`src/rtl/ctp_pkg.sv`:
```
// Shared constants, register map and types of the CAN transmit signal packer
package ctp_pkg;
	// ==========================================================
	// Sizes
	localparam int NSIG = 4;
	localparam int NCH = 4;
	localparam int NAC = 4;
	localparam int AXI_AW = 8;
	// ==========================================================
	// Signal size codes
	localparam logic [2:0] SZ_OFF = 3'h0;
	localparam logic [2:0] SZ_1BIT = 3'h1;
	localparam logic [2:0] SZ_2BIT = 3'h2;
	localparam logic [2:0] SZ_4BIT = 3'h3;
	localparam logic [2:0] SZ_BYTE = 3'h4;
	localparam logic [2:0] SZ_2BYTE = 3'h5;
	localparam logic [2:0] SZ_4BYTE = 3'h6;
	// Data types and sources
	localparam logic [1:0] TYPE_OFF = 2'h0;
	localparam logic [1:0] TYPE_CONT = 2'h2;
	localparam logic [1:0] SRC_NONE = 2'h0;
	localparam logic [1:0] SRC_AC = 2'h1;
	// ==========================================================
	// Register map (byte addresses)
	localparam logic [7:0] A_CTRL = 8'h00;
	localparam logic [7:0] A_STATUS = 8'h04;
	localparam logic [7:0] A_CH_BASE = 8'h10;
	localparam logic [7:0] A_SIG_BASE = 8'h20;
	localparam logic [7:0] A_SIG_END = 8'h60;
	// Decoded register kinds
	localparam logic [2:0] K_NONE = 3'h0;
	localparam logic [2:0] K_CTRL = 3'h1;
	localparam logic [2:0] K_STAT = 3'h2;
	localparam logic [2:0] K_CH = 3'h3;
	localparam logic [2:0] K_CFG = 3'h4;
	localparam logic [2:0] K_RES = 3'h5;
	localparam logic [2:0] K_OFF = 3'h6;
	// Signal configuration field positions
	localparam int F_SIZE = 0;
	localparam int F_BYTE = 4;
	localparam int F_BIT = 8;
	localparam int F_TYPE = 12;
	localparam int F_SRC = 16;
	localparam int F_NUM = 20;
	localparam logic [31:0] CFG_MASK = 32'h0073_3777;
	// ==========================================================
	// Reset values
	localparam logic [11:0] DEF_BYTE = {3'h6, 3'h4, 3'h2, 3'h0};
	localparam logic [31:0] DEF_RES = 32'h0000_0001;
	localparam logic [31:0] DEF_OFF = 32'h0000_0000;
	localparam logic [15:0] DEF_RATE = 16'h03e8;
	localparam logic [15:0] DEF_PGN_BASE = 16'hff00;
	localparam logic [1:0] RESP_OKAY = 2'h0;
	localparam logic [1:0] RESP_SLVERR = 2'h2;
	// Timing: one millisecond of repetition interval
	localparam int T_MS_NS = 1000000;
	localparam int CLK_NS = 5;
	localparam int MS_CYCLES_DEF = T_MS_NS / CLK_NS;

	typedef enum logic [2:0] {ST_IDLE, ST_LOAD, ST_DIV, ST_PACK, ST_PUSH} ctp_state_t;

	// Reset contents of one signal configuration word
	function automatic logic [31:0] ctp_def_cfg(input int s);
		logic [2:0] num;
		num = 3'(s + 1);
		return (32'(SZ_2BYTE) << F_SIZE) | (32'(DEF_BYTE[s*3 +: 3]) << F_BYTE)
			| (32'(TYPE_CONT) << F_TYPE) | (32'(SRC_AC) << F_SRC) | (32'(num) << F_NUM);
	endfunction : ctp_def_cfg
endpackage : ctp_pkg

```
`src/rtl/ctp_packer.sv`:
```
// CAN transmit signal packer: registers, scheduler, scaling and frame assembly
//
// The address map and the AXI4-Lite register port were decided locally.
`timescale 1ns/1ps
`default_nettype none
// ==========================================================
// Behaviour
// - Size code 0 disables a signal, 1..6 give 1, 2, 4 bits and 1, 2, 4 bytes.
// - Each signal's low part sits at a byte position 0..7; signal three defaults to byte 4.
// - Signal four defaults to byte 6 with the two-byte size, filling the last two bytes.
// - The bit position inside the byte applies only to sub-byte sizes.
// - Channels sharing a group number are scheduled by the lowest enabled channel's interval only.
// - A zero interval on that lowest channel suppresses the group entirely.
// - Signal four defaults to the AC input source and the continuous type.
module ctp_packer import ctp_pkg::*; #(
	parameter int MS_CYCLES = MS_CYCLES_DEF
) (
	input wire logic REF_CLK_I,
	input wire logic SRST_I,
	input wire logic CE_I,
	input wire logic [AXI_AW-1:0] S_AXI_AWADDR_I,
	input wire logic S_AXI_AWVALID_I,
	output logic S_AXI_AWREADY_O,
	input wire logic [31:0] S_AXI_WDATA_I,
	input wire logic [3:0] S_AXI_WSTRB_I,
	input wire logic S_AXI_WVALID_I,
	output logic S_AXI_WREADY_O,
	output logic [1:0] S_AXI_BRESP_O,
	output logic S_AXI_BVALID_O,
	input wire logic S_AXI_BREADY_I,
	input wire logic [AXI_AW-1:0] S_AXI_ARADDR_I,
	input wire logic S_AXI_ARVALID_I,
	output logic S_AXI_ARREADY_O,
	output logic [31:0] S_AXI_RDATA_O,
	output logic [1:0] S_AXI_RRESP_O,
	output logic S_AXI_RVALID_O,
	input wire logic S_AXI_RREADY_I,
	input wire logic [NAC*32-1:0] AC_VALUE_I,
	output logic FRAME_VALID_O,
	input wire logic FRAME_READY_I,
	output logic [15:0] FRAME_PGN_O,
	output logic [63:0] FRAME_DATA_O
);
	localparam int MS_W = $clog2(MS_CYCLES + 1);

	// ==========================================================
	// Register storage
	logic [NCH-1:0] ch_en;
	logic [15:0] ch_pgn [NCH];
	logic [15:0] ch_rate [NCH];
	logic [31:0] sig_cfg [NSIG];
	logic [31:0] sig_res [NSIG];
	logic [31:0] sig_off [NSIG];
	logic [15:0] frame_cnt;
	logic [NCH-1:0] pend;
	ctp_state_t st;

	// Address decode: {kind, index}
	function automatic logic [4:0] decode(input logic [7:0] a);
		logic [7:0] d;
		d = a - A_SIG_BASE;
		if (a[1:0] != 2'h0) return {K_NONE, 2'h0};
		else if (a == A_CTRL) return {K_CTRL, 2'h0};
		else if (a == A_STATUS) return {K_STAT, 2'h0};
		else if (a >= A_CH_BASE && a < A_SIG_BASE) return {K_CH, a[3:2]};
		else if (a >= A_SIG_BASE && a < A_SIG_END && a[3:2] != 2'h3) return {K_CFG + {1'b0, a[3:2]}, d[5:4]};
		else return {K_NONE, 2'h0};
	endfunction : decode

	// Current contents of a decoded register
	function automatic logic [31:0] reg_word(input logic [4:0] k);
		logic [1:0] i;
		i = k[1:0];
		unique case (k[4:2])
			K_CTRL: return {{(32-NCH){1'b0}}, ch_en};
			K_STAT: return {11'h0, st != ST_IDLE, pend, frame_cnt};
			K_CH: return {ch_rate[i], ch_pgn[i]};
			K_CFG: return sig_cfg[i];
			K_RES: return sig_res[i];
			K_OFF: return sig_off[i];
			default: return 32'h0;
		endcase
	endfunction : reg_word

	// ==========================================================
	// AXI4-Lite write channel: address and data taken in either order
	logic aw_got;
	logic w_got;
	logic [7:0] aw_addr;
	logic [31:0] w_data;
	logic [3:0] w_strb;
	logic wr_do;
	logic [4:0] wr_dec;
	logic [31:0] wr_word;

	assign S_AXI_AWREADY_O = !aw_got;
	assign S_AXI_WREADY_O = !w_got;
	assign wr_do = aw_got && w_got && !S_AXI_BVALID_O;
	assign wr_dec = decode(aw_addr);

	// Byte strobes merge new bytes into the old word
	always_comb begin
		wr_word = reg_word(wr_dec);
		for (int b = 0; b < 4; b++) begin
			if (w_strb[b]) wr_word[b*8 +: 8] = w_data[b*8 +: 8];
		end
	end

	// Write handshake and response
	always_ff @(posedge REF_CLK_I) begin
		if (SRST_I) begin
			aw_got <= 1'b0;
			w_got <= 1'b0;
			aw_addr <= 8'h00;
			w_data <= 32'h0;
			w_strb <= 4'h0;
			S_AXI_BVALID_O <= 1'b0;
			S_AXI_BRESP_O <= RESP_OKAY;
		end else if (CE_I) begin
			if (S_AXI_AWVALID_I && !aw_got) begin
				aw_got <= 1'b1;
				aw_addr <= S_AXI_AWADDR_I;
			end
			if (S_AXI_WVALID_I && !w_got) begin
				w_got <= 1'b1;
				w_data <= S_AXI_WDATA_I;
				w_strb <= S_AXI_WSTRB_I;
			end
			if (wr_do) begin
				aw_got <= 1'b0;
				w_got <= 1'b0;
				S_AXI_BVALID_O <= 1'b1;
				S_AXI_BRESP_O <= (wr_dec[4:2] == K_NONE) ? RESP_SLVERR : RESP_OKAY;
			end else if (S_AXI_BREADY_I) begin
				S_AXI_BVALID_O <= 1'b0;
			end
		end
	end

	// AXI4-Lite read channel, data registered at the handshake
	assign S_AXI_ARREADY_O = !S_AXI_RVALID_O;
	always_ff @(posedge REF_CLK_I) begin
		if (SRST_I) begin
			S_AXI_RVALID_O <= 1'b0;
			S_AXI_RDATA_O <= 32'h0;
			S_AXI_RRESP_O <= RESP_OKAY;
		end else if (CE_I) begin
			if (S_AXI_ARVALID_I && !S_AXI_RVALID_O) begin
				S_AXI_RVALID_O <= 1'b1;
				S_AXI_RDATA_O <= reg_word(decode(S_AXI_ARADDR_I));
				S_AXI_RRESP_O <= (decode(S_AXI_ARADDR_I) == {K_NONE, 2'h0}) ? RESP_SLVERR : RESP_OKAY;
			end else if (S_AXI_RREADY_I) begin
				S_AXI_RVALID_O <= 1'b0;
			end
		end
	end

	// ==========================================================
	// Configuration registers; reset acts even while the clock enable is low
	always_ff @(posedge REF_CLK_I) begin
		if (SRST_I) begin
			ch_en <= '0;
			for (int i = 0; i < NCH; i++) begin
				ch_pgn[i] <= DEF_PGN_BASE + 16'(i);
				ch_rate[i] <= DEF_RATE;
			end
			for (int s = 0; s < NSIG; s++) begin
				sig_cfg[s] <= ctp_def_cfg(s);
				sig_res[s] <= DEF_RES;
				sig_off[s] <= DEF_OFF;
			end
		end else if (CE_I && wr_do) begin
			unique case (wr_dec[4:2])
				K_CTRL: ch_en <= wr_word[NCH-1:0];
				K_CH: begin
					ch_pgn[wr_dec[1:0]] <= wr_word[15:0];
					ch_rate[wr_dec[1:0]] <= wr_word[31:16];
				end
				K_CFG: sig_cfg[wr_dec[1:0]] <= wr_word & CFG_MASK;
				K_RES: sig_res[wr_dec[1:0]] <= wr_word;
				K_OFF: sig_off[wr_dec[1:0]] <= wr_word;
				default: ;
			endcase
		end
	end

	// ==========================================================
	// Millisecond tick shared by all repetition timers
	logic [MS_W-1:0] ms_cnt;
	logic ms_tick;
	assign ms_tick = (ms_cnt == MS_W'(MS_CYCLES - 1));
	always_ff @(posedge REF_CLK_I) begin
		if (SRST_I) ms_cnt <= '0;
		else if (CE_I) ms_cnt <= ms_tick ? '0 : ms_cnt + 1'b1;
	end

	// Per channel: ownership of its group number, timer and pending request
	logic [NCH-1:0] take;
	for (genvar c = 0; c < NCH; c++) begin : g_ch
		logic own;
		logic act;
		logic fire;
		logic p;
		logic [15:0] tmr;

		// Only the lowest enabled channel with this group number schedules it
		always_comb begin
			own = ch_en[c];
			for (int j = 0; j < c; j++) begin
				if (ch_en[j] && ch_pgn[j] == ch_pgn[c]) own = 1'b0;
			end
		end
		assign act = own && (ch_rate[c] != 16'h0);
		assign fire = act && ms_tick && (tmr >= ch_rate[c] - 16'h1);
		assign pend[c] = p;

		always_ff @(posedge REF_CLK_I) begin
			if (SRST_I) tmr <= 16'h0;
			else if (CE_I) begin
				if (!act) tmr <= 16'h0;
				else if (ms_tick) tmr <= fire ? 16'h0 : tmr + 16'h1;
			end
		end

		// A new expiry wins over the clear by the frame builder
		always_ff @(posedge REF_CLK_I) begin
			if (SRST_I) p <= 1'b0;
			else if (CE_I) p <= act && (fire || (p && !take[c]));
		end

	end

	// Lowest pending channel is served first
	logic [1:0] sel;
	always_comb begin
		sel = 2'h0;
		for (int c = NCH - 1; c >= 0; c--) begin
			if (pend[c]) sel = 2'(c);
		end
	end
	assign take = (st == ST_IDLE && |pend) ? (NCH'(1) << sel) : '0;

	// ==========================================================
	// Signal scaling and packing
	logic [1:0] sig;
	logic [63:0] payload;
	logic [15:0] cur_pgn;
	logic neg;
	logic [2:0] cur_size;
	logic [2:0] cur_byte;
	logic [2:0] cur_bit;
	logic [2:0] cur_num;
	logic sig_on;
	logic [31:0] src_val;
	logic [31:0] diff;
	logic [31:0] quo;
	logic div_done;
	logic [31:0] raw;
	logic [6:0] pack_sh;
	logic [63:0] mask;
	logic buf_ready;

	assign cur_size = sig_cfg[sig][F_SIZE +: 3];
	assign cur_byte = sig_cfg[sig][F_BYTE +: 3];
	assign cur_bit = sig_cfg[sig][F_BIT +: 3];
	assign cur_num = sig_cfg[sig][F_NUM +: 3];
	assign sig_on = cur_size != SZ_OFF && cur_size <= SZ_4BYTE && sig_cfg[sig][F_TYPE +: 2] != TYPE_OFF;
	assign diff = src_val - sig_off[sig];
	assign raw = neg ? -quo : quo;

	// Source selection: AC input number 1..NAC, anything else reads zero
	always_comb begin
		src_val = 32'h0;
		if (sig_cfg[sig][F_SRC +: 2] == SRC_AC && cur_num != 3'h0 && cur_num <= 3'(NAC)) begin
			src_val = AC_VALUE_I[32*(int'(cur_num)-1) +: 32];
		end
	end

	// Field width from the size code and its shift into the payload
	always_comb begin
		unique case (cur_size)
			SZ_1BIT: mask = 64'h1;
			SZ_2BIT: mask = 64'h3;
			SZ_4BIT: mask = 64'hf;
			SZ_BYTE: mask = 64'hff;
			SZ_2BYTE: mask = 64'hffff;
			SZ_4BYTE: mask = 64'hffff_ffff;
			default: mask = 64'h0;
		endcase
		pack_sh = {1'b0, cur_byte, 3'h0} + ((cur_size < SZ_BYTE) ? {4'h0, cur_bit} : 7'h0);
	end

	// Magnitude divided, sign restored afterwards
	ctp_divider #(.W(32)) u_div (
		.clk_i(REF_CLK_I),
		.srst_i(SRST_I),
		.ce_i(CE_I),
		.start_i(st == ST_LOAD && sig_on),
		.num_i(diff[31] ? -diff : diff),
		.den_i(sig_res[sig]),
		.done_o(div_done),
		.quo_o(quo)
	);

	// Frame builder; fields past byte 7 are cut off at the payload edge
	always_ff @(posedge REF_CLK_I) begin
		if (SRST_I) begin
			st <= ST_IDLE;
			sig <= 2'h0;
			payload <= 64'h0;
			cur_pgn <= 16'h0;
			neg <= 1'b0;
			frame_cnt <= 16'h0;
		end else if (CE_I) begin
			unique case (st)
				ST_IDLE: if (|pend) begin
					cur_pgn <= ch_pgn[sel];
					payload <= 64'h0;
					sig <= 2'h0;
					st <= ST_LOAD;
				end
				ST_LOAD: begin
					neg <= diff[31];
					if (sig_on) st <= ST_DIV;
					else if (sig == 2'(NSIG - 1)) st <= ST_PUSH;
					else sig <= sig + 2'h1;
				end
				ST_DIV: if (div_done) st <= ST_PACK;
				ST_PACK: begin
					payload <= (payload & ~(mask << pack_sh)) | (({32'h0, raw} & mask) << pack_sh);
					if (sig == 2'(NSIG - 1)) st <= ST_PUSH;
					else begin
						sig <= sig + 2'h1;
						st <= ST_LOAD;
					end
				end
				ST_PUSH: if (buf_ready) begin
					st <= ST_IDLE;
					frame_cnt <= frame_cnt + 16'h1;
				end
			endcase
		end
	end

	// Finished frames wait here so a stalled receiver loses none
	ctp_buf2 #(.W(80)) u_buf (
		.clk_i(REF_CLK_I),
		.srst_i(SRST_I),
		.ce_i(CE_I),
		.in_valid_i(st == ST_PUSH),
		.in_ready_o(buf_ready),
		.in_data_i({cur_pgn, payload}),
		.out_valid_o(FRAME_VALID_O),
		.out_ready_i(FRAME_READY_I),
		.out_data_o({FRAME_PGN_O, FRAME_DATA_O})
	);
endmodule : ctp_packer
`default_nettype wire

```
`src/rtl/ctp_buf2.sv`:
```
// Two-entry frame buffer with valid and ready on both sides
`timescale 1ns/1ps
`default_nettype none
module ctp_buf2 #(
	parameter int W = 80
) (
	input wire logic clk_i,
	input wire logic srst_i,
	input wire logic ce_i,
	input wire logic in_valid_i,
	output logic in_ready_o,
	input wire logic [W-1:0] in_data_i,
	output logic out_valid_o,
	input wire logic out_ready_i,
	output logic [W-1:0] out_data_o
);
	logic [W-1:0] mem [2];
	logic wr_ptr;
	logic rd_ptr;
	logic [1:0] cnt;
	logic push;
	logic pop;

	// Full and empty come straight from the count, so a stalled reader fills it
	assign in_ready_o = (cnt != 2'h2);
	assign out_valid_o = (cnt != 2'h0);
	assign out_data_o = mem[rd_ptr];
	assign push = ce_i && in_valid_i && in_ready_o;
	assign pop = ce_i && out_valid_o && out_ready_i;

	// Pointers and fill level
	always_ff @(posedge clk_i) begin
		if (srst_i) begin
			wr_ptr <= 1'b0;
			rd_ptr <= 1'b0;
			cnt <= 2'h0;
		end else begin
			if (push) wr_ptr <= ~wr_ptr;
			if (pop) rd_ptr <= ~rd_ptr;
			cnt <= cnt + {1'b0, push} - {1'b0, pop};
		end
	end

	// Storage, no reset needed since valid gates it
	always_ff @(posedge clk_i) begin
		if (push) mem[wr_ptr] <= in_data_i;
	end
endmodule : ctp_buf2
`default_nettype wire

```
`src/rtl/ctp_divider.sv`:
```
// Sequential unsigned divider used to scale source values
`timescale 1ns/1ps
`default_nettype none
module ctp_divider #(
	parameter int W = 32
) (
	input wire logic clk_i,
	input wire logic srst_i,
	input wire logic ce_i,
	input wire logic start_i,
	input wire logic [W-1:0] num_i,
	input wire logic [W-1:0] den_i,
	output logic done_o,
	output logic [W-1:0] quo_o
);
	logic [W-1:0] num;
	logic [W-1:0] den;
	logic [W:0] rem;
	logic [W:0] trial;
	logic [$clog2(W+1)-1:0] cnt;

	// One quotient bit per cycle; a zero divisor saturates to all ones
	assign trial = {rem[W-1:0], quo_o[W-1]} - {1'b0, den};

	always_ff @(posedge clk_i) begin
		if (srst_i) begin
			cnt <= '0;
			done_o <= 1'b0;
			rem <= '0;
			quo_o <= '0;
			num <= '0;
			den <= '0;
		end else if (ce_i) begin
			done_o <= 1'b0;
			if (start_i) begin
				num <= num_i;
				den <= den_i;
				quo_o <= num_i;
				rem <= '0;
				cnt <= ($clog2(W+1))'(W);
			end else if (cnt != '0) begin
				cnt <= cnt - 1'b1;
				done_o <= (cnt == 1);
				if (!trial[W]) begin
					rem <= trial;
					quo_o <= {quo_o[W-2:0], 1'b1};
				end else begin
					rem <= {rem[W-1:0], quo_o[W-1]};
					quo_o <= {quo_o[W-2:0], 1'b0};
				end
			end
		end
	end
endmodule : ctp_divider
`default_nettype wire

```
`config.mk`:
```
export PLATFORM = sky130hd
export DESIGN_NAME = ctp_packer
export DESIGN_NICKNAME = d
export VERILOG_FILES = /design/src/rtl/ctp_pkg.sv /design/src/rtl/ctp_packer.sv /design/src/rtl/ctp_buf2.sv /design/src/rtl/ctp_divider.sv
export SDC_FILE = /design/constraint.sdc
export NUM_CORES = 2
export LEC_CHECK = 0
export BUFFER_PORTS_ARGS = -buffer_cell sky130_fd_sc_hd__buf_2
export CAP_MARGIN = 20
export CORE_MARGIN = 1.5
export CORE_UTILIZATION = 35
export DETAILED_ROUTE_END_ITERATION = 6
export PLACE_DENSITY = 0.56
export RECOVER_POWER = 25
export SLEW_MARGIN = 40
export SYNTH_ARGS = -nofsm -noshare
export SYNTH_HDL_FRONTEND = slang
export SYNTH_SLANG_ARGS = --single-unit
```
`constraint.sdc`:
```
create_clock -name REF_CLK_I -period 13.96 [get_ports REF_CLK_I]
set_input_delay 2.792 -clock REF_CLK_I [delete_from_list [all_inputs] [get_ports REF_CLK_I]]
set_output_delay 2.792 -clock REF_CLK_I [all_outputs]
set_load 0.01 [all_outputs]
```
# Word level (Yosys, flattened, before mapping)
# Memories as Yosys holds them, arrays and structs flattened. A register that Yosys moved wholly into a read port is not among the register bits.
# Index checks and enable logic that the tools add are counted.
[totals]
register_bits = 335
ramBits = 608
in_bits = 189
output_inout_bits = 122
word_cells = 366
n_memories = 6
[memory_table]
columns = ["name", "words", "word_bits", "rd", "rd_ports_with_merged_regs", "wr", "line_no", "source"]
rows = [
  ["u_buf.mem", 2, 80, 1, 1, 1, "ctp_buf2.sv:17", "logic [W-1:0] mem [2];"],
  ["sig_off", 4, 32, 3, 1, 4, "ctp_packer.sv:53", "logic [31:0] sig_off [NSIG];"],
  ["sig_res", 4, 32, 3, 1, 4, "ctp_packer.sv:52", "logic [31:0] sig_res [NSIG];"],
  ["ch_pgn", 4, 16, 7, 1, 4, "ctp_packer.sv:49", "logic [15:0] ch_pgn [NCH];"],
  ["ch_rate", 4, 16, 6, 0, 4, "ctp_packer.sv:50", "logic [15:0] ch_rate [NCH];"],
  ["sig_cfg", 4, 16, 3, 1, 4, "ctp_packer.sv:51", "logic [31:0] sig_cfg [NSIG];"],
]
[classes]
addsub = 24
n_lt_le_gt_ge = 15
n_eq_ne = 46
n_shift = 4
mux = 122
n_bitwise = 6
reduce_logical = 111
[ops]
columns = ["cell", "count"]
rows = [
  ["$pmux W32 S6", 3],
  ["$mux W32", 10],
  ["$mux W16", 15],
  ["$pmux W64 S2", 1],
  ["$shiftx A128 B9 Y32", 1],
  ["$shl A64 B7 Y64", 2],
  ["$eq A16 B16 Y1", 6],
  ["$add A16 B1 Y16 const B", 5],
  ["$mux W5", 13],
  ["$and A32 B64 Y64", 1],
  ["$and A64 B64 Y64", 1],
  ["$ge A16 B16 Y1", 4],
  ["$mux W64", 1],
  ["$neg A32 Y32", 2],
  ["$not A64 Y64", 1],
  ["$or A64 B64 Y64", 1],
  ["$reduce_bool A16 Y1", 4],
  ["$reduce_or A32 Y1", 2],
  ["$sub A16 B1 Y16 const B", 4],
  ["$logic_and A1 B1 Y1", 48],
  ["$reduce_or A16 Y1", 3],
  ["$mux W1", 44],
  ["$mux W2", 18],
  ["$sub A33 B32 Y33", 1],
  ["other kinds (49)", 137],
]

# Logic depth before layout (Yosys ltp)
[logic_depth]
ltp_word = 15
depth_mapped = 27
mapped_depth_nobuf = 21

# Cells and area by module
# A second synthesis with hierarchy kept.
[unflattened]
hier_cells = 5813
area_unflattened_um2 = 59699.8
[by_module_without_submodules]
columns = ["module", "instances", "cells_each", "area_each_um2", "seq_area_each_um2"]
rows = [
  ["ctp_packer", 1, 4716, 46817.4, 18978.2],
  ["ctp_divider", 1, 822, 6453.7, 2062.0],
  ["ctp_buf2", 1, 275, 6428.7, 4904.7],
]

# Worst setup path before layout
# OpenSTA, ideal clock, no wires.
[synth_path]
path_type = "input -> register"
startpoint = "input port CE_I"
endpoint = "memory u_buf.mem[0][0], enable pin"
setup_time_ps = 716
t_arrival_ps = 10666
required_ps = 13244
slack_ps = 2578
path_stages = 3
path_buffers = 1
cell_sequence = "clkbuf_1 -> nand2_1 -> nor4_1"
[synth_between]
elab_chain_len = 4
[synth_rtl]
columns = ["element", "line_no", "source"]
rows = [
  ["start: declaration", "ctp_packer.sv:20", "input wire logic CE_I,"],
  ["$logic_and A1 B1 Y1 (2 in a row)", "ctp_buf2.sv:28", "assign push = ce_i && in_valid_i && in_ready_o;"],
  ["$mux W1", "ctp_buf2.sv:46", "if (push) mem[wr_ptr] <= in_data_i;"],
  ["$mux W1 (implied by the code)", "ctp_buf2.sv:46", ""],
  ["end: declaration", "ctp_buf2.sv:17", ""],
]
# Every way passes these cells.

# Worst setup path after layout
[layout_path]
startpoint = "input port CE_I"
endpoint = "memory u_buf.mem[1][34], enable pin"
[layout_between]
elab_chain_len = 4
[layout_rtl]
columns = ["element", "line_no", "source"]
rows = [
  ["$logic_and A1 B1 Y1 (2 in a row)", "ctp_buf2.sv:28", ""],
  ["via u_buf.push", "ctp_buf2.sv:21", "logic push;"],
  ["$mux W1", "ctp_buf2.sv:46", ""],
  ["$mux W1 (implied by the code)", "ctp_buf2.sv:46", ""],
]
# The timed path passes the listed nets, and every way through them passes these cells.

==> out/metrics.cfg <==
[synth]
synth-edff-count=608
yosys_warnings=0
syn-instance-count=5589
synthFlopType=edfxtp_1
syn_area_per_cell_sq_um=10.4
synth_top_area_share=0.313
synth_cell_type_count=97
synthTopCellsByArea=edfxtp_1 31%, dfxtp_1 13%, mux4_2 13%
synth_seq_cells=992
async_reset_ff_frac=0
synth_area_sq_mm=0.0584
synth_top_area_cell=edfxtp_1
yosysSeqAreaShare=0.444

[drt]
wirelength_um=212000
num_vias=47700
drc=5
drtPass1Iterations=7
drtIter0Drc=5796
wire_per_inst_um=26.5
route.antenna.remaining_nets=0
vias_per_cell=5.96

[timing]
slew_viol_final=274
period_share=0.573
min_period_ns=7.99
final-hold-violation-count=0
finalSetupTns_ns=0
relSlewSlack=-1.32
setup_violations=0
rsz0062_at_grt=no
fin_skew_ns=0.0523
fmax_mhz=125
worst_slew_pin_slew_ns=3.48

[power]
vdd_ir_drop_max_mv=0.0983
internal-power_mw=5.14
pwr-share-seq=0.463
power.leakage_nw=23.8
switching_share=0.256
p_per_area_mw_per_mm2=104
clkPwrFrac=0.447
power.switching_mw=1.77
pwr-share-comb=0.089

[floorplanning]
coreArea_sq_mm=0.165
die_h_um=411
top_level_ports=311
rows=149
die_area_sq_mm=0.169
die_x_um=411
start_util=0.353

[clock_tree]
cts.sinks=992
hold_buffers=0
htreeDepth=3
cts_resized=0
clk_latency_ns=0.78
postCtsSetupRepairBufs=0
numCtsBuffers=113
clkTransAtPathRegs_ns=0.07
cts_root_buffer=clkbuf_16
cts_tree=done
clockBufferDepth=3

[layout]
final_cells=7999
fillers=16000
finalNetCount=6041
syn_to_final_growth_pct=13.3
drive_gt1_frac=0.186
mostFrequentLayoutCells=608 x edfxtp_1, 538 x nor2_1, 529 x nand2_1
layout_commonest_cell=edfxtp_1

[grt]
grt-ovfl-total=0
grt_pass1_wl_um=308000
grt_max_degree=73
antenna_found_initial=13
grt_pass1_vias=45400
grt_use_total=0.243

[outcome]
violations=design-rule violations, max-capacitance violations, max-slew violations
status=finished with violations

[min_path]
min_to=u_buf.mem[0][63]
whs_path_depth=0
min-delay-start=payload[63]
worst_hold_path_type=reg2reg

[setup_path]
cp.required_ns=14.27
worst_ep_arrival_time_ns=8.30
r2r_setup_slack_ns=6.66
r2r_end=u_div.quo_o[31]
critPathKind=in2reg
reg2reg_depth=23
cp_max_fo=62
crit_path_end_kind=flop
start_kind=primary input

[placement]
place.detailed.hpwl_um=150000
placed_cells=7776
port_buffers=308
routabilityCongestion=0.945

[flow_run]
max_cap_viol_count=9

-- per-stage QoR --
step	hold slack (ns)	worst slack (ns)	total power, mW	instance area [sq um]	util
6_report	0.444	5.97	6.91	66200	0.400
5_1_grt	0.464	5.39	7.10	66200	0.400
4_1_cts	0.448	6.71	6.94	66300	0.401
3_5_place_dp	0.441	6.64	3.87	62400	0.377
3_3_place_gp	0.431	6.61	3.86	62100	0.376
2_1_floorplan	0.419	2.58	3.62	58400	-
-- sequential cells by signal, summed over array words and instances (netlist names), 4 cells and up, named ones only --
register       count
S_AXI_RDATA_O     32
aw_addr            8
ch_en              4
ch_pgn            64
ch_rate           64
cur_pgn           16
frame_cnt         16
g_ch.p             4
g_ch.tmr          64
ms_cnt            18
payload           64
sig_cfg           64
sig_off          128
sig_res          128
u_buf.mem        160
u_div.cnt          6
u_div.den         32
u_div.quo_o       32
u_div.rem         32
w_data            32
w_strb             4
-- synth_stat cells (49+ instances only) --
cell type	n
edfxtp_1	608
xor2_1	101
a22oi_1	99
and2_1	150
clkbuf_1	332
nand4_1	49
nand2_1	535
xnor2_1	201
a21o_1	54
a21oi_1	328
nor3_1	98
buf_1	50
dfxtp_1	384
and3_1	84
nand2b_1	72
ha_1	147
nand3_1	107
mux4_2	328
nor2b_1	74
o21ai_0	315
mux2_2	91
nor2_1	550
mux2i_1	87
inv_1	149
-- power groups by stage --
stage / clock network, mW / registers (mW) / logic (mW)
after detailed placement: 0 / 3.26 / 0.608
after floorplan: 0 / 3.23 / 0.386
final: 3.09 / 3.20 / 0.618
after CTS: 3.13 / 3.20 / 0.611
after global routing: 3.25 / 3.20 / 0.651
after global placement: 0 / 3.26 / 0.602
-- area by class of cell --
type                    instances  area (sq um)  area share
multi-input cells            4026         30700       0.463
flip-flops and latches        992         26000       0.392
clock buffers                 153          3140      0.0474
well taps                    2189          2740      0.0414
repair buffers                420          2340      0.0354
clock inverters                63           759      0.0115
inverters                     150           564     0.00853
diodes                          6          15.0    0.000227
-- cell families (layout without fill, tap and decap cells) --
kind of cell	count (synthesis)	in the layout	synth area share
AND/OR/NAND/NOR	1861	1861	0.150
buffers and inverters	572	786	0.0381
XOR/XNOR	303	303	0.0456
adder cells (fa/ha/maj)	149	149	0.0322
flip-flops	992	992	0.444
other	1	8	0.0000642
AO/OA/AOI/OAI	1205	1205	0.130
multiplexers	506	506	0.159
-- worst max-delay path by stage --
stage	cells past startpoint	to	slack, ns	startpoint
floorplan	3	u_buf.mem[0][0]	2.58	CE_I
global placement	15	u_div.quo_o[31]	6.61	AC_VALUE_I[3]
detailed placement	15	u_div.quo_o[31]	6.64	AC_VALUE_I[3]
CTS	23	u_div.quo_o[31]	6.71	flop
global route	7	u_buf.mem[1][41]	5.39	CE_I
finish	7	u_buf.mem[1][34]	5.97	CE_I
-- critical path, stage by stage --
cell	delay [ns]
buf_2	0.08
clkbuf_1	0.74
nand2_1	0.18
nor3_1	0.22
clkbuf_1	0.44
and2_0	1.23
clkbuf_1	2.52
-- layer usage --
layer | routed length, um | up-vias | track usage
li1 | - | 21000 | -
met1 | 86900 | 23700 | 0.334
met2 | 93500 | 2616 | 0.370
met3 | 22100 | 394 | 0.0553
met4 | 9430 | 10 | 0.101
met5 | 65 | - | 0
Power figures use the tool's default switching activity.
